[src/pid_defines.vh]
// Purpose: Shared constants for the PHY identifier register block
// Assumes: Included by bare name from the design files
// Notes:   Definitions only; identity defaults are arbitrary values
`ifndef PID_DEFINES_VH
`define PID_DEFINES_VH

// ****************************************************************
// Management register addresses
// ****************************************************************
`define PID_REG_STATUS      5'h01
`define PID_REG_ID_HIGH     5'h02
`define PID_REG_ID_LOW      5'h03

// ****************************************************************
// Status register content served by this block
// ****************************************************************
`define PID_EXT_CAP_BIT     0
`define PID_STATUS_VALUE    16'h0001

// ****************************************************************
// Identifier field layout
// ****************************************************************
`define PID_HIGH_FIRST_OUI  3
`define PID_LOW_FIRST_OUI   19
`define PID_LOW_OUI_BITS    6
`define PID_MODEL_MSB       9
`define PID_MODEL_LSB       4
`define PID_REV_MSB         3
`define PID_REV_LSB         0

// ****************************************************************
// Identity defaults (arbitrary values, not any maker's codes)
// ****************************************************************
`define PID_OUI_DEFAULT     24'h5a3c96
`define PID_MODEL_DEFAULT   6'h2a
`define PID_REV_DEFAULT     4'h3

// ****************************************************************
// Serial management frame constants
// ****************************************************************
`define PID_OP_READ         2'h2
`define PID_OP_WRITE        2'h1
`define PID_PRE_ONES        6'h20
`define PID_HDR_LAST        5'h0c
`define PID_TA_DRIVE        5'h00
`define PID_DATA_LAST_RD    5'h10
`define PID_FRAME_LAST      5'h11

`endif

[src/pid_id_bank.v]
// Purpose: Holds the two PHY identifier registers with gated writes
// Assumes: Write strobe is a single-cycle pulse from the frame engine
// Notes:   Defaults are rebuilt from the identity parameters on reset
`timescale 1ns/1ns
`include "pid_defines.vh"

module pid_id_bank #(
  parameter [23:0] OUI   = `PID_OUI_DEFAULT,
  parameter [5:0]  MODEL = `PID_MODEL_DEFAULT,
  parameter [3:0]  REV   = `PID_REV_DEFAULT
) (
  input  wire        clk,
  input  wire        sys_rst,
  input  wire        clk_en,
  input  wire        wr_stb,
  input  wire [4:0]  wr_addr,
  input  wire [15:0] wr_data,
  input  wire        cmd_override_en,
  output reg  [15:0] id_high,
  output reg  [15:0] id_low
);

  // ****************************************************************
  // Identifier bit numbering
  // ****************************************************************

  // Identifier bit n (1..24): octets left to right, each octet lsb first
  function oui_bit;
    input [23:0] oui;
    input integer n;
    integer octet;
    integer pos;
    begin
      octet   = (n - 1) / 8;
      pos     = 16 - 8 * octet + ((n - 1) % 8);
      oui_bit = oui[pos];
    end
  endfunction

  // ****************************************************************
  // Default values
  // ****************************************************************
  wire [15:0] def_high;
  wire [15:0] def_low;

  genvar i;
  generate
    // High register: bit 15 carries identifier bit 3, down to bit 18
    for (i = 0; i < 16; i = i + 1) begin : g_high
      assign def_high[15 - i] =
        oui_bit(OUI, `PID_HIGH_FIRST_OUI + i);
    end
    // Low register top six bits: identifier bits 19 to 24
    for (i = 0; i < `PID_LOW_OUI_BITS; i = i + 1) begin : g_low
      assign def_low[15 - i] =
        oui_bit(OUI, `PID_LOW_FIRST_OUI + i);
    end
  endgenerate

  // Model and revision fields, msb first
  assign def_low[`PID_MODEL_MSB:`PID_MODEL_LSB] = MODEL;
  assign def_low[`PID_REV_MSB:`PID_REV_LSB]     = REV;

  // ****************************************************************
  // Gated register writes
  // ****************************************************************
  wire override_gated_write_bit;
  assign override_gated_write_bit = wr_stb & cmd_override_en;

  // Writes land only while override is set; blocked ones vanish
  always @(posedge clk) begin
    if (sys_rst) begin
      id_high <= def_high;
      id_low  <= def_low;
    end else if (clk_en && override_gated_write_bit) begin
      if (wr_addr == `PID_REG_ID_HIGH)
        id_high <= wr_data;
      if (wr_addr == `PID_REG_ID_LOW)
        id_low <= wr_data;
    end
  end

endmodule

[src/pid_phy_id.v]
// Purpose: Serial management slave serving PHY identifier registers
// Assumes: mdc and mdio_in are synchronous to clk and slower than clk/2
// Notes:   Full 32-bit preamble needed; unserved registers read zero
//
// Summary of operation
// - Status register always reports the extended-capability bit as one.
// - Registers 2 and 3 together form one 32-bit PHY identifier.
// - Identifier registers are readable at any time without a condition.
// - Identifier writes take effect only while override enable is one.
// - Register 2 holds identifier bits 3 to 18, bit 3 at top.
// - Identifier bits come from octets left to right, each lsb first.
// - Register 3 bits 15 to 10 hold identifier bits 19 to 24.
// - Register 3 bits 9 to 4 hold the six-bit model number.
// - Register 3 bits 3 to 0 hold the four-bit revision number.
// - With override enable zero, identifier writes leave values unchanged.
`timescale 1ns/1ns
`include "pid_defines.vh"

module pid_phy_id #(
  parameter [23:0] OUI   = `PID_OUI_DEFAULT,
  parameter [5:0]  MODEL = `PID_MODEL_DEFAULT,
  parameter [3:0]  REV   = `PID_REV_DEFAULT
) (
  input  wire        clk,
  input  wire        sys_rst,
  input  wire        clk_en,
  input  wire        mdc,
  input  wire        mdio_in,
  output reg         mdio_out,
  output reg         mdio_oe,
  input  wire [4:0]  phy_addr,
  input  wire        cmd_override_en,
  output wire [15:0] id_high,
  output wire [15:0] id_low
);

  // ****************************************************************
  // Frame engine states
  // ****************************************************************
  localparam [1:0] ST_IDLE = 2'b00;
  localparam [1:0] ST_HDR  = 2'b01;
  localparam [1:0] ST_RD   = 2'b10;
  localparam [1:0] ST_WR   = 2'b11;

  // ****************************************************************
  // Declarations
  // ****************************************************************
  reg  [1:0]  state;
  reg         mdc_prev;
  reg  [5:0]  ones_cnt;
  reg  [4:0]  bit_cnt;
  reg  [11:0] hdr_sr;
  reg  [15:0] rd_sr;
  reg  [14:0] wr_sr;
  reg         wr_stb;
  reg  [4:0]  wr_addr;
  reg  [15:0] wr_data;

  wire        mdc_rise;
  wire [12:0] next_hdr;
  wire        hdr_start_ok;
  wire [1:0]  hdr_op;
  wire [4:0]  hdr_phy;
  wire [4:0]  hdr_reg;
  wire        hdr_hit;
  wire [15:0] next_wr;

  // ****************************************************************
  // Read data selection
  // ****************************************************************

  // Picks the value served for a register address
  function [15:0] read_value;
    input [4:0]  addr;
    input [15:0] high;
    input [15:0] low;
    begin
      case (addr)
        `PID_REG_STATUS:  read_value = `PID_STATUS_VALUE;
        `PID_REG_ID_HIGH: read_value = high;
        `PID_REG_ID_LOW:  read_value = low;
        default:          read_value = 16'h0000;
      endcase
    end
  endfunction

  // ****************************************************************
  // Clock edge detection and header decode
  // ****************************************************************

  // Sampling point is the rising edge of the management clock
  assign mdc_rise = mdc & ~mdc_prev;

  // Header as it stands once the current bit is shifted in
  assign next_hdr     = {hdr_sr[11:0], mdio_in};
  assign hdr_start_ok = next_hdr[12];
  assign hdr_op       = next_hdr[11:10];
  assign hdr_phy      = next_hdr[9:5];
  assign hdr_reg      = next_hdr[4:0];
  assign hdr_hit      = hdr_start_ok & (hdr_phy == phy_addr);

  // Write data including the bit on the line now
  assign next_wr = {wr_sr[14:0], mdio_in};

  // ****************************************************************
  // Edge history
  // ****************************************************************

  // Previous level of the management clock
  always @(posedge clk) begin
    if (sys_rst)
      mdc_prev <= 1'b0;
    else if (clk_en)
      mdc_prev <= mdc;
  end

  // ****************************************************************
  // Frame engine
  // ****************************************************************

  // Walks preamble, header, turnaround and data of each frame
  always @(posedge clk) begin
    if (sys_rst) begin
      state    <= ST_IDLE;
      ones_cnt <= 6'h00;
      bit_cnt  <= 5'h00;
      hdr_sr   <= 12'h000;
      rd_sr    <= 16'h0000;
      wr_sr    <= 15'h0000;
      wr_stb   <= 1'b0;
      wr_addr  <= 5'h00;
      wr_data  <= 16'h0000;
      mdio_out <= 1'b0;
      mdio_oe  <= 1'b0;
    end else if (clk_en) begin
      wr_stb <= 1'b0;
      if (mdc_rise) begin
        case (state)
          // Count preamble ones; a zero after 32 is the start bit
          ST_IDLE: begin
            if (mdio_in) begin
              if (ones_cnt != `PID_PRE_ONES)
                ones_cnt <= ones_cnt + 6'h01;
            end else if (ones_cnt == `PID_PRE_ONES) begin
              ones_cnt <= 6'h00;
              bit_cnt  <= 5'h00;
              state    <= ST_HDR;
            end else begin
              ones_cnt <= 6'h00;
            end
          end

          // Second start bit, opcode, PHY and register address
          ST_HDR: begin
            hdr_sr  <= next_hdr[11:0];
            bit_cnt <= bit_cnt + 5'h01;
            if (bit_cnt == `PID_HDR_LAST) begin
              bit_cnt <= 5'h00;
              if (hdr_hit && hdr_op == `PID_OP_READ) begin
                rd_sr <= read_value(hdr_reg, id_high, id_low);
                state <= ST_RD;
              end else if (hdr_hit && hdr_op == `PID_OP_WRITE) begin
                wr_addr <= hdr_reg;
                state   <= ST_WR;
              end else begin
                state <= ST_IDLE;
              end
            end
          end

          // Turnaround zero, sixteen data bits msb first, then release
          ST_RD: begin
            bit_cnt <= bit_cnt + 5'h01;
            if (bit_cnt == `PID_TA_DRIVE) begin
              mdio_oe  <= 1'b1;
              mdio_out <= 1'b0;
            end else if (bit_cnt <= `PID_DATA_LAST_RD) begin
              mdio_out <= rd_sr[15];
              rd_sr    <= {rd_sr[14:0], 1'b0};
            end else begin
              mdio_oe  <= 1'b0;
              mdio_out <= 1'b0;
              bit_cnt  <= 5'h00;
              state    <= ST_IDLE;
            end
          end

          // Two turnaround bits then sixteen data bits from the manager
          ST_WR: begin
            wr_sr   <= next_wr[14:0];
            bit_cnt <= bit_cnt + 5'h01;
            if (bit_cnt == `PID_FRAME_LAST) begin
              // Gating happens in the bank; frame ends the same way
              wr_data <= next_wr;
              wr_stb  <= 1'b1;
              bit_cnt <= 5'h00;
              state   <= ST_IDLE;
            end
          end

          default: begin
            state <= ST_IDLE;
          end
        endcase
      end
    end
  end

  // ****************************************************************
  // Identifier storage
  // ****************************************************************

  // Holds registers 2 and 3; writes pass the override gate there
  pid_id_bank #(
    .OUI   (OUI),
    .MODEL (MODEL),
    .REV   (REV)
  ) u_bank (
    .clk             (clk),
    .sys_rst         (sys_rst),
    .clk_en          (clk_en),
    .wr_stb          (wr_stb),
    .wr_addr         (wr_addr),
    .wr_data         (wr_data),
    .cmd_override_en (cmd_override_en),
    .id_high         (id_high),
    .id_low          (id_low)
  );

endmodule

[config.mk]
export PLATFORM = sky130hd
export DESIGN_NAME = pid_phy_id
export DESIGN_NICKNAME = d
export VERILOG_FILES = /design/src/pid_id_bank.v /design/src/pid_phy_id.v
export VERILOG_INCLUDE_DIRS = /design/src
export SDC_FILE = /design/constraint.sdc
export NUM_CORES = 1
export LEC_CHECK = 0
export BUFFER_PORTS_ARGS = -buffer_cell sky130_fd_sc_hd__buf_4
export CAP_MARGIN = 20
export CORE_AREA = 2 2 99 101
export CTS_CLUSTER_DIAMETER = 60
export DETAILED_ROUTE_END_ITERATION = 8
export DIE_AREA = 0 0 101 103
export PLACE_DENSITY = 0.82
export SYNTH_ARGS = -nofsm -noshare
export SYNTH_HDL_FRONTEND = slang
export SYNTH_HIERARCHICAL = 1
export SYNTH_SLANG_ARGS = --single-unit
[constraint.sdc]
create_clock -name clk -period 6.2 [get_ports clk]
set_input_delay 1.24 -clock clk [delete_from_list [all_inputs] [get_ports clk]]
set_output_delay 1.24 -clock clk [all_outputs]
set_load 0.02 [all_outputs]
### Yosys cells after proc, flatten, opt, wreduce, memory -nomap -nowiden

Index checks and enable logic that the tools add are counted.

| storage, ports and cells | value |
|---|---|
| logic and storage cells | 96 |
| register bits | 113 |
| output and inout port bits | 34 |
| bits of input ports | 11 |

| cells by class | value |
|---|---|
| muxes and demuxes | 31 |
| $add $sub $neg | 2 |
| reductions and logical operators | 18 |
| equal/unequal tests | 25 |
| magnitude comparators | 1 |
| bitwise gates (word level) | 5 |

Operators with widths:

| kind | count |
|---|---|
| $mux W16 | 4 |
| $pmux W16 S3 | 1 |
| $pmux W16 S2 | 1 |
| $mux W5 | 6 |
| $eq A5 B2 Y1 const B | 4 |
| $pmux W5 S4 | 1 |
| $ne A2 B2 Y1 const B | 9 |
| $mux W2 | 8 |
| $reduce_and A4 Y1 | 4 |
| $mux W6 | 2 |
| $reduce_and A3 Y1 | 3 |
| $pmux W2 S4 | 1 |
| $reduce_and A8 Y1 | 1 |
| $mux W1 | 7 |
| $reduce_and A7 Y1 | 1 |
| $add A6 B1 Y6 const B | 1 |
| $eq A2 B2 Y1 const B | 3 |
| $eq A6 B6 Y1 const B | 1 |
| $ne A6 B6 Y1 const B | 1 |
| $reduce_and A6 Y1 | 1 |
| $add A5 B1 Y5 const B | 1 |
| $eq A5 B1 Y1 const B | 1 |
| $eq A5 B4 Y1 const B | 1 |
| $eq A5 B5 Y1 | 1 |
| other kinds (11) | 18 |

### Longest topological paths before layout

Gate-level depths: netlist of run 1.

| depth | value |
|---|---|
| depth after elaboration | 7 |
| depth in mapped cells | 11 |
| mapped depth without buffers | 10 |

### By module

Netlist of run 1, hierarchy kept.

By module, submodules not included:

| module | area an instance (um^2) | seq. area each (um^2) | instances | cells each |
|---|---|---|---|---|
| pid_phy_id | 3,872.5 | 1,621.6 | 1 | 418 |
| pid_id_bank | 1,370.1 | 640.6 | 1 | 141 |

### Worst setup path after synthesis of run 1

No wires, ideal clock.

| timing path | value |
|---|---|
| kind | input-to-reg |
| from | input clk_en |
| to | register rd_sr[10] |
| path buffers | 3 |
| slack | 3.623 ns |
| data required time | 6.061 ns |
| stages on the path | 8 |
| library setup time | 0.139 ns |
| arrival time | 2.438 ns |
| path through | and3b_1 > buf_6 > nand2_2 > or3_1 > buf_2 > buf_6 > a221oi_2 > a311oi_1 |

| between the ends | value |
|---|---|
| longest elaborated chain between the ends | 1 |

RTL lines:

| item | line | source |
|---|---|---|
| from (decl) | pid_phy_id.v:26 | `input wire clk_en,` |
| $reduce_and A7 Y1 (no source line) | n/a |  |
| to (signal assigned) | pid_phy_id.v:160 | `rd_sr <= read_value(hdr_reg, id_high, id_low);` |
| to (signal assigned) | pid_phy_id.v:179 | `rd_sr <= {rd_sr[14:0], 1'b0};` |
| to (decl) | pid_phy_id.v:53 | `reg [15:0] rd_sr;` |

No other way between the ends.
A chain may end at the register's enable or synchronous reset.

### Worst setup path after layout of run 1

| timing path | value |
|---|---|
| from | input clk_en |
| to | register rd_sr[11] |

Same word-level chain as after synthesis.

==> results of run 1 <==
==> routing by layer <==
metal  track usage  vias up  share of wire
met5             0        -              0
met4        0.0967        0          0.019
met3        0.0698       24          0.055
met2         0.391      122           0.50
met1         0.288     2019           0.42
li1              -     2015              -
==> worst paths after layout <==
check                                from        end  slack [ps]
worst max-delay path               clk_en  rd_sr[11]        2990
worst min-delay path            hdr_sr[7]  hdr_sr[8]         480
worst max register to register   state[0]  rd_sr[11]        3340
worst min register to register  hdr_sr[7]  hdr_sr[8]         480
==> metrics by stage <==
stage          hold slack [ps]  setup slack (ps)  cells  total power, uW   util
2_1_floorplan              448              3620    559              775      -
5_1_grt                    503              2840    711             1700  0.644
6_report                   484              2990    711             1660  0.644
3_3_place_gp               465              2660    679              786  0.583
3_5_place_dp               476              2520    680              787  0.585
4_1_cts                    484              3000    710             1670  0.642
==> registers in the layout (all words and copies together) (netlist names) <==
register	flops
wr_sr	15
wr_stb	1
wr_data	16
mdc_prev	1
bit_cnt	5
mdio_out	1
mdio_oe	1
wr_addr	5
hdr_sr	12
u_bank/id_high	16
rd_sr	16
state	2
ones_cnt	6
u_bank/id_low	16
==> placed cells by master, fill, tap and decap left out, types with 12 or more instances in the layout <==
cell	netlist	routed
nand2_1	25	25
dfxtp_1	113	113
a311oi_1	15	15
buf_4	1	48
o21ai_0	23	23
nand4_1	12	12
inv_1	24	24
mux2i_1	79	79
a221oi_2	14	14
a21oi_1	26	26
nor2_1	99	99
clkbuf_16	0	16
nand2b_1	18	18
==> layout make-up <==
| type | count | area share |
|---|---|---|
| Inverter | 24 | 0.0148 |
| Multi-Input combinational cell | 380 | 0.437 |
| Clock inverter | 6 | 0.00904 |
| Tap cell | 114 | 0.0234 |
| Timing Repair Buffer | 50 | 0.0635 |
| Sequential cell | 113 | 0.371 |
| Clock buffer | 24 | 0.0805 |
==> logic make-up (layout without fill, tap and decap cells) <==
logic type	Yosys count	in the layout	share of synthesized area
AOI/OAI and AO/OA	90	90	0.130
xor gates and xnor gates	10	10	0.0167
adders and majority gates	7	7	0.0167
buffers and inverters	66	104	0.0609
DFF	113	113	0.432
muxes	79	79	0.151
and+or+nand+nor	194	194	0.194
==> critical path, delay by kind of cell <==
kind            cells  cell delay [ps]
buf+inv             2              430
simple gates        3             1500
compound gates      2              370
==> power breakdown <==
part	leakage, uW	total (uW)	switching, uW	internal, uW
clock network	0.000276	890	314	575
registers	0.000911	729	0.874	728
logic	0.00124	43.7	27.8	15.9
==> impl_metrics.py, run 1 <==
metrics = {
    "outcome": {
        "outcome": "finished clean",
    },
    "synthesis": {
        "ys.warnings.count": 6,
        "synthArstFlopShare": 0,
        "syn_inst": 559,
        "synth.most_common_cell": "dfxtp_1",
        "syn-num-nets": 577,
        "synth_edf_count": 0,
        "ys.flop_type": "dfxtp_1",
        "avgSynthCellArea_um2": 9.38,
        "synth_top_area_cell": "dfxtp_1",
        "synth-seq-area-share": 0.432,
        "synthTopCellsByArea": "dfxtp_1 43%, mux2i_1 15%, nor2_1 7.1%",
        "syn_area_um2": 5240,
        "ys_seq_elements": 113,
        "netlist.area_leader.share": 0.432,
        "yosys-top-cells-count": "113 x dfxtp_1, 99 x nor2_1, 79 x mux2i_1, 26 x a21oi_1, 25 x nand2_1",
        "yosys.cell_types.count": 48,
    },
    "route": {
        "postRouteAntennaNets": 0,
        "drc": 0,
        "drt_pass1_iterations": 5,
        "routed_wl_um": 12000,
        "drt_first_iter_violations": 310,
        "vias": 4180,
        "wl_per_cell_um": 16.8,
        "drt-vias-per-instance": 5.88,
    },
    "die": {
        "dieHeight_um": 103,
        "die_area_um2": 10400,
        "start_util": 0.554,
        "die_w_um": 101,
        "rows": 36,
        "coreArea_um2": 9460,
        "io_pins": 45,
    },
    "timing": {
        "finalHoldViolations": 0,
        "max_slew.worst_pin.slew_ps": 872,
        "period_share": 0.518,
        "period_needed_ps": 3210,
        "skew_ps": 10.5,
        "setup_violations": 0,
        "relSlewSlack": 0.419,
        "tns_ps": 0,
        "final-max-slew-violation-count": 0,
        "fmax_mhz": 311,
        "rsz0062_at_grt": "no",
    },
    "placement": {
        "io_buffers": 44,
        "place_area_um2": 5530,
        "hpwl_um": 7550,
        "gp_congestion": 0.866,
    },
    "clock_network": {
        "cts.clk_slew.worst_paths_ps": 50,
        "root_buffer": "clkbuf_8",
        "worstSkewPairLatency_ps": 510,
        "htree_levels": 4,
        "clock_sinks": 113,
        "post-cts-setup-buffers": 0,
        "ctsHoldBuffers": 0,
        "cts_resized": 0,
        "cts_buffers": 17,
        "cts_buffer_depth": 2,
        "cts_tree": "done",
    },
    "layout": {
        "multi_input_area_um2": 2660,
        "seq_area_um2": 2260,
        "drive_above_1_share": 0.171,
        "nets": 604,
        "final.fill_count": 691,
        "fin_area_um2": 6090,
        "area_growth_pct": 16.2,
        "antenna_cells": 0,
    },
    "flow_run": {
        "cap_violations": 0,
    },
    "global_route": {
        "grt-ovfl-total": 0,
        "grt.total_usage": 0.236,
        "antenna_found_initial": 0,
        "grt_max_degree": 96,
        "grt_pass1_vias": 3940,
        "grt_pass1_wl_um": 19100,
    },
    "critical_path": {
        "worst_path_most_repeated_cell": "buf_4",
        "start_kind": "primary input",
        "slowest_delay_ps": 800,
        "crit_fanout": 31,
        "crit_type": "in2reg",
        "worstPathCellList": "buf_4 -> nand4b_1 -> nor2_1 -> nand4bb_1 -> buf_4 -> a221oi_2 -> a311oi_1",
        "endpoint_kind": "register",
        "critPathRequiredTime_ps": 6550,
        "worstPathArrival_ps": 3560,
        "slowest_stage": "nor2_1",
        "rr_worst_depth": 6,
    },
    "pwr": {
        "p_per_area_nw_per_um2": 273,
        "vdd_drop_max_mv": 0.144,
        "p_leak_uw": 0.00243,
    },
    "hold_path": {
        "holdPathStages": 2,
        "hp-class": "reg2reg",
    },
}
Power figures use the tool's default switching activity.
==> run 2, diff against run 1 <==
ABC_AREA = 1   (was default)
clock period = 3.2 ns   (was 6.2 ns; I/O delays follow)
==> impl_metrics.py, run 2 <==
metrics = {
    "hold_path": {
        "hp-class": "in2reg",
        "holdPathStages": 4,
    },
    "global_route": {
        "grt.total_usage": 0.253,
        "antenna_found_initial": 0,
        "grt_max_degree": 39,
        "grt-ovfl-total": 0,
        "grt_pass1_vias": 4425,
        "grt_pass1_wl_um": 20800,
    },
    "synthesis": {
        "avgSynthCellArea_um2": 7.37,
        "synth.most_common_cell": "nand2_1",
        "ys.flop_type": "dfxtp_1",
        "yosys-top-cells-count": "118 x nand2_1, 113 x dfxtp_1, 94 x nor2_1, 72 x a21oi_1, 66 x nand3_1",
        "synthArstFlopShare": 0,
        "yosys.cell_types.count": 32,
        "synthTopCellsByArea": "dfxtp_1 43%, nand2_1 8.4%, a21oi_1 6.8%",
        "syn_area_um2": 5260,
        "synth-seq-area-share": 0.430,
        "ys.warnings.count": 6,
        "synth_edf_count": 0,
        "ys_seq_elements": 113,
        "syn_inst": 714,
        "synth_top_area_cell": "dfxtp_1",
        "netlist.area_leader.share": 0.430,
        "syn-num-nets": 732,
    },
    "critical_path": {
        "crit_family": "simple AND/OR/NAND/NOR gates",
        "slowest_stage": "a21oi_4",
        "endpoint_kind": "register",
        "cp.buffers_inverters": 4,
        "slowest_delay_ps": 610,
        "crit_fanout": 31,
        "critPathRequiredTime_ps": 3660,
        "cp.depth": 13,
        "crit_type": "reg2reg",
        "rr_worst_depth": 13,
        "worst_path_most_repeated_cell": "inv_1",
        "start_kind": "register",
        "worstPathCellList": "inv_1 -> ha_1 -> inv_1 -> nor2_1 -> inv_1 -> ha_1 -> inv_1 -> nand2_2 -> a21oi_4 -> nand2_1 -> nand2_1 -> nand2_1 -> nor2_1",
        "worstPathArrival_ps": 2740,
    },
    "timing": {
        "period_share": 0.713,
        "period_needed_ps": 2280,
        "setup_violations": 0,
        "relSlewSlack": 0.358,
        "final-max-slew-violation-count": 0,
        "rsz0062_at_grt": "no",
        "fmax_mhz": 438,
        "finalHoldViolations": 0,
        "tns_ps": 0,
        "max_slew.worst_pin.slew_ps": 962,
        "skew_ps": 10.6,
    },
    "route": {
        "drt_pass1_iterations": 5,
        "drt_first_iter_violations": 390,
        "wl_per_cell_um": 14.9,
        "drc": 0,
        "routed_wl_um": 13000,
        "postRouteAntennaNets": 0,
        "vias": 4937,
        "drt-vias-per-instance": 5.66,
    },
    "placement": {
        "hpwl_um": 8730,
        "io_buffers": 44,
        "gp_congestion": 0.862,
    },
    "layout": {
        "final_common_cell": "nand2_1",
        "most-common-layout-cells": "118 x nand2_1, 113 x dfxtp_1, 93 x nor2_1",
        "final.fill_count": 774,
        "area_growth_pct": 16.1,
        "drive_above_1_share": 0.152,
        "seq_area_um2": 2260,
        "nets": 763,
        "antenna_cells": 0,
        "multi_input_area_um2": 2510,
    },
    "die": {
        "start_util": 0.556,
        "dieHeight_um": 103,
        "die_area_um2": 10400,
        "io_pins": 45,
        "rows": 36,
        "die_w_um": 101,
        "coreArea_um2": 9460,
    },
    "clock_network": {
        "cts_buffers": 17,
        "htree_levels": 4,
        "clock_sinks": 113,
        "cts_resized": 0,
        "post-cts-setup-buffers": 0,
        "root_buffer": "clkbuf_8",
        "worstSkewPairLatency_ps": 530,
        "cts.clk_slew.worst_paths_ps": 60,
        "cts_tree": "done",
        "cts_buffer_depth": 2,
        "ctsHoldBuffers": 0,
    },
    "pwr": {
        "switching_power_uw": 746,
        "p_clk_frac": 0.536,
        "pwr-share-seq": 0.440,
        "switching_share": 0.232,
        "p_leak_uw": 0.00257,
        "intPower_uw": 2470,
        "vdd_drop_max_mv": 0.438,
        "fin_total_pwr_uw": 3210,
        "p_per_area_nw_per_um2": 526,
        "power_frac_comb": 0.024,
    },
    "outcome": {
        "outcome": "finished clean",
    },
    "flow_run": {
        "cap_violations": 0,
    },
}
==> run 2: cell count changes in the layout (fill, tap and decap cells not counted), sizes merged, moves of 18 or more <==
cell,previous run,this run
a21oi,26,73
mux2i,79,14
nand4,12,32
inv,24,73
nand2b,18,0
nand3,5,68
o21ai,23,47
nand2,26,126
==> run 2: final cells by class <==
type	count	area share
tap	114	0.0233
multi-input combinational	493	0.411
inverter	70	0.0438
clock buffer	17	0.0678
clock inverter	15	0.0223
sequential	113	0.370
timing repair buffer	50	0.0614
==> run 2: metrics by stage <==
| step | hold slack [ps] | utilization | instances | worst slack [ps] | area, um^2 |
|---|---|---|---|---|---|
| global placement | 440 | 0.588 | 840 | 1030 | 5560 |
| floorplan | 445 | - | 714 | 1500 | 5260 |
| CTS | 426 | 0.646 | 872 | 937 | 6110 |
| detailed placement | 442 | 0.588 | 840 | 950 | 5560 |
| global route | 458 | 0.646 | 872 | 737 | 6110 |
| finish | 434 | 0.646 | 872 | 918 | 6110 |
==> run 2: tightest hold or removal path: stages <==
cell,delay [ps]
buf_4,100
inv_1,50
nand2_1,50
a21oi_1,50
==> run 2: worst paths after layout <==
kind / slack [ps] / from / endpoint
setup / recovery: 920 / bit_cnt[0] / rd_sr[0]
setup reg to reg: 920 / bit_cnt[0] / rd_sr[0]
hold reg to reg: 450 / mdio_oe / mdio_oe
hold / removal: 430 / clk_en / wr_stb
==> run 2: power groups by stage <==
stage	Combinational, uW	Clock [uW]	Sequential (uW)
6_report	77.8	1720	1410
5_1_grt	86.8	1790	1410
4_1_cts	76.9	1730	1410
3_5_place_dp	76.4	0	1440
3_3_place_gp	73.5	0	1440
2_1_floorplan	53.4	0	1440
==> run 2: cell families (layout without fill, tap and decap cells) <==
family,after synthesis,in the layout,share of synthesized area
AO/OA/AOI/OAI,131,131,0.135
XOR/XNOR,5,5,0.00832
adder cells (fa/ha/maj),7,7,0.0166
buffers and inverters,108,152,0.0930
flip-flops,113,113,0.430
multiplexers,14,14,0.0266
AND/OR/NAND/NOR,336,336,0.291
==> run 2: layer usage <==
metal | up-vias | track usage | wire [um]
li1 | 2438 | - | -
met1 | 2280 | 0.316 | 5450
met2 | 184 | 0.433 | 6480
met3 | 35 | 0.0556 | 804
met4 | 0 | 0.0925 | 257
met5 | - | 0 | 0
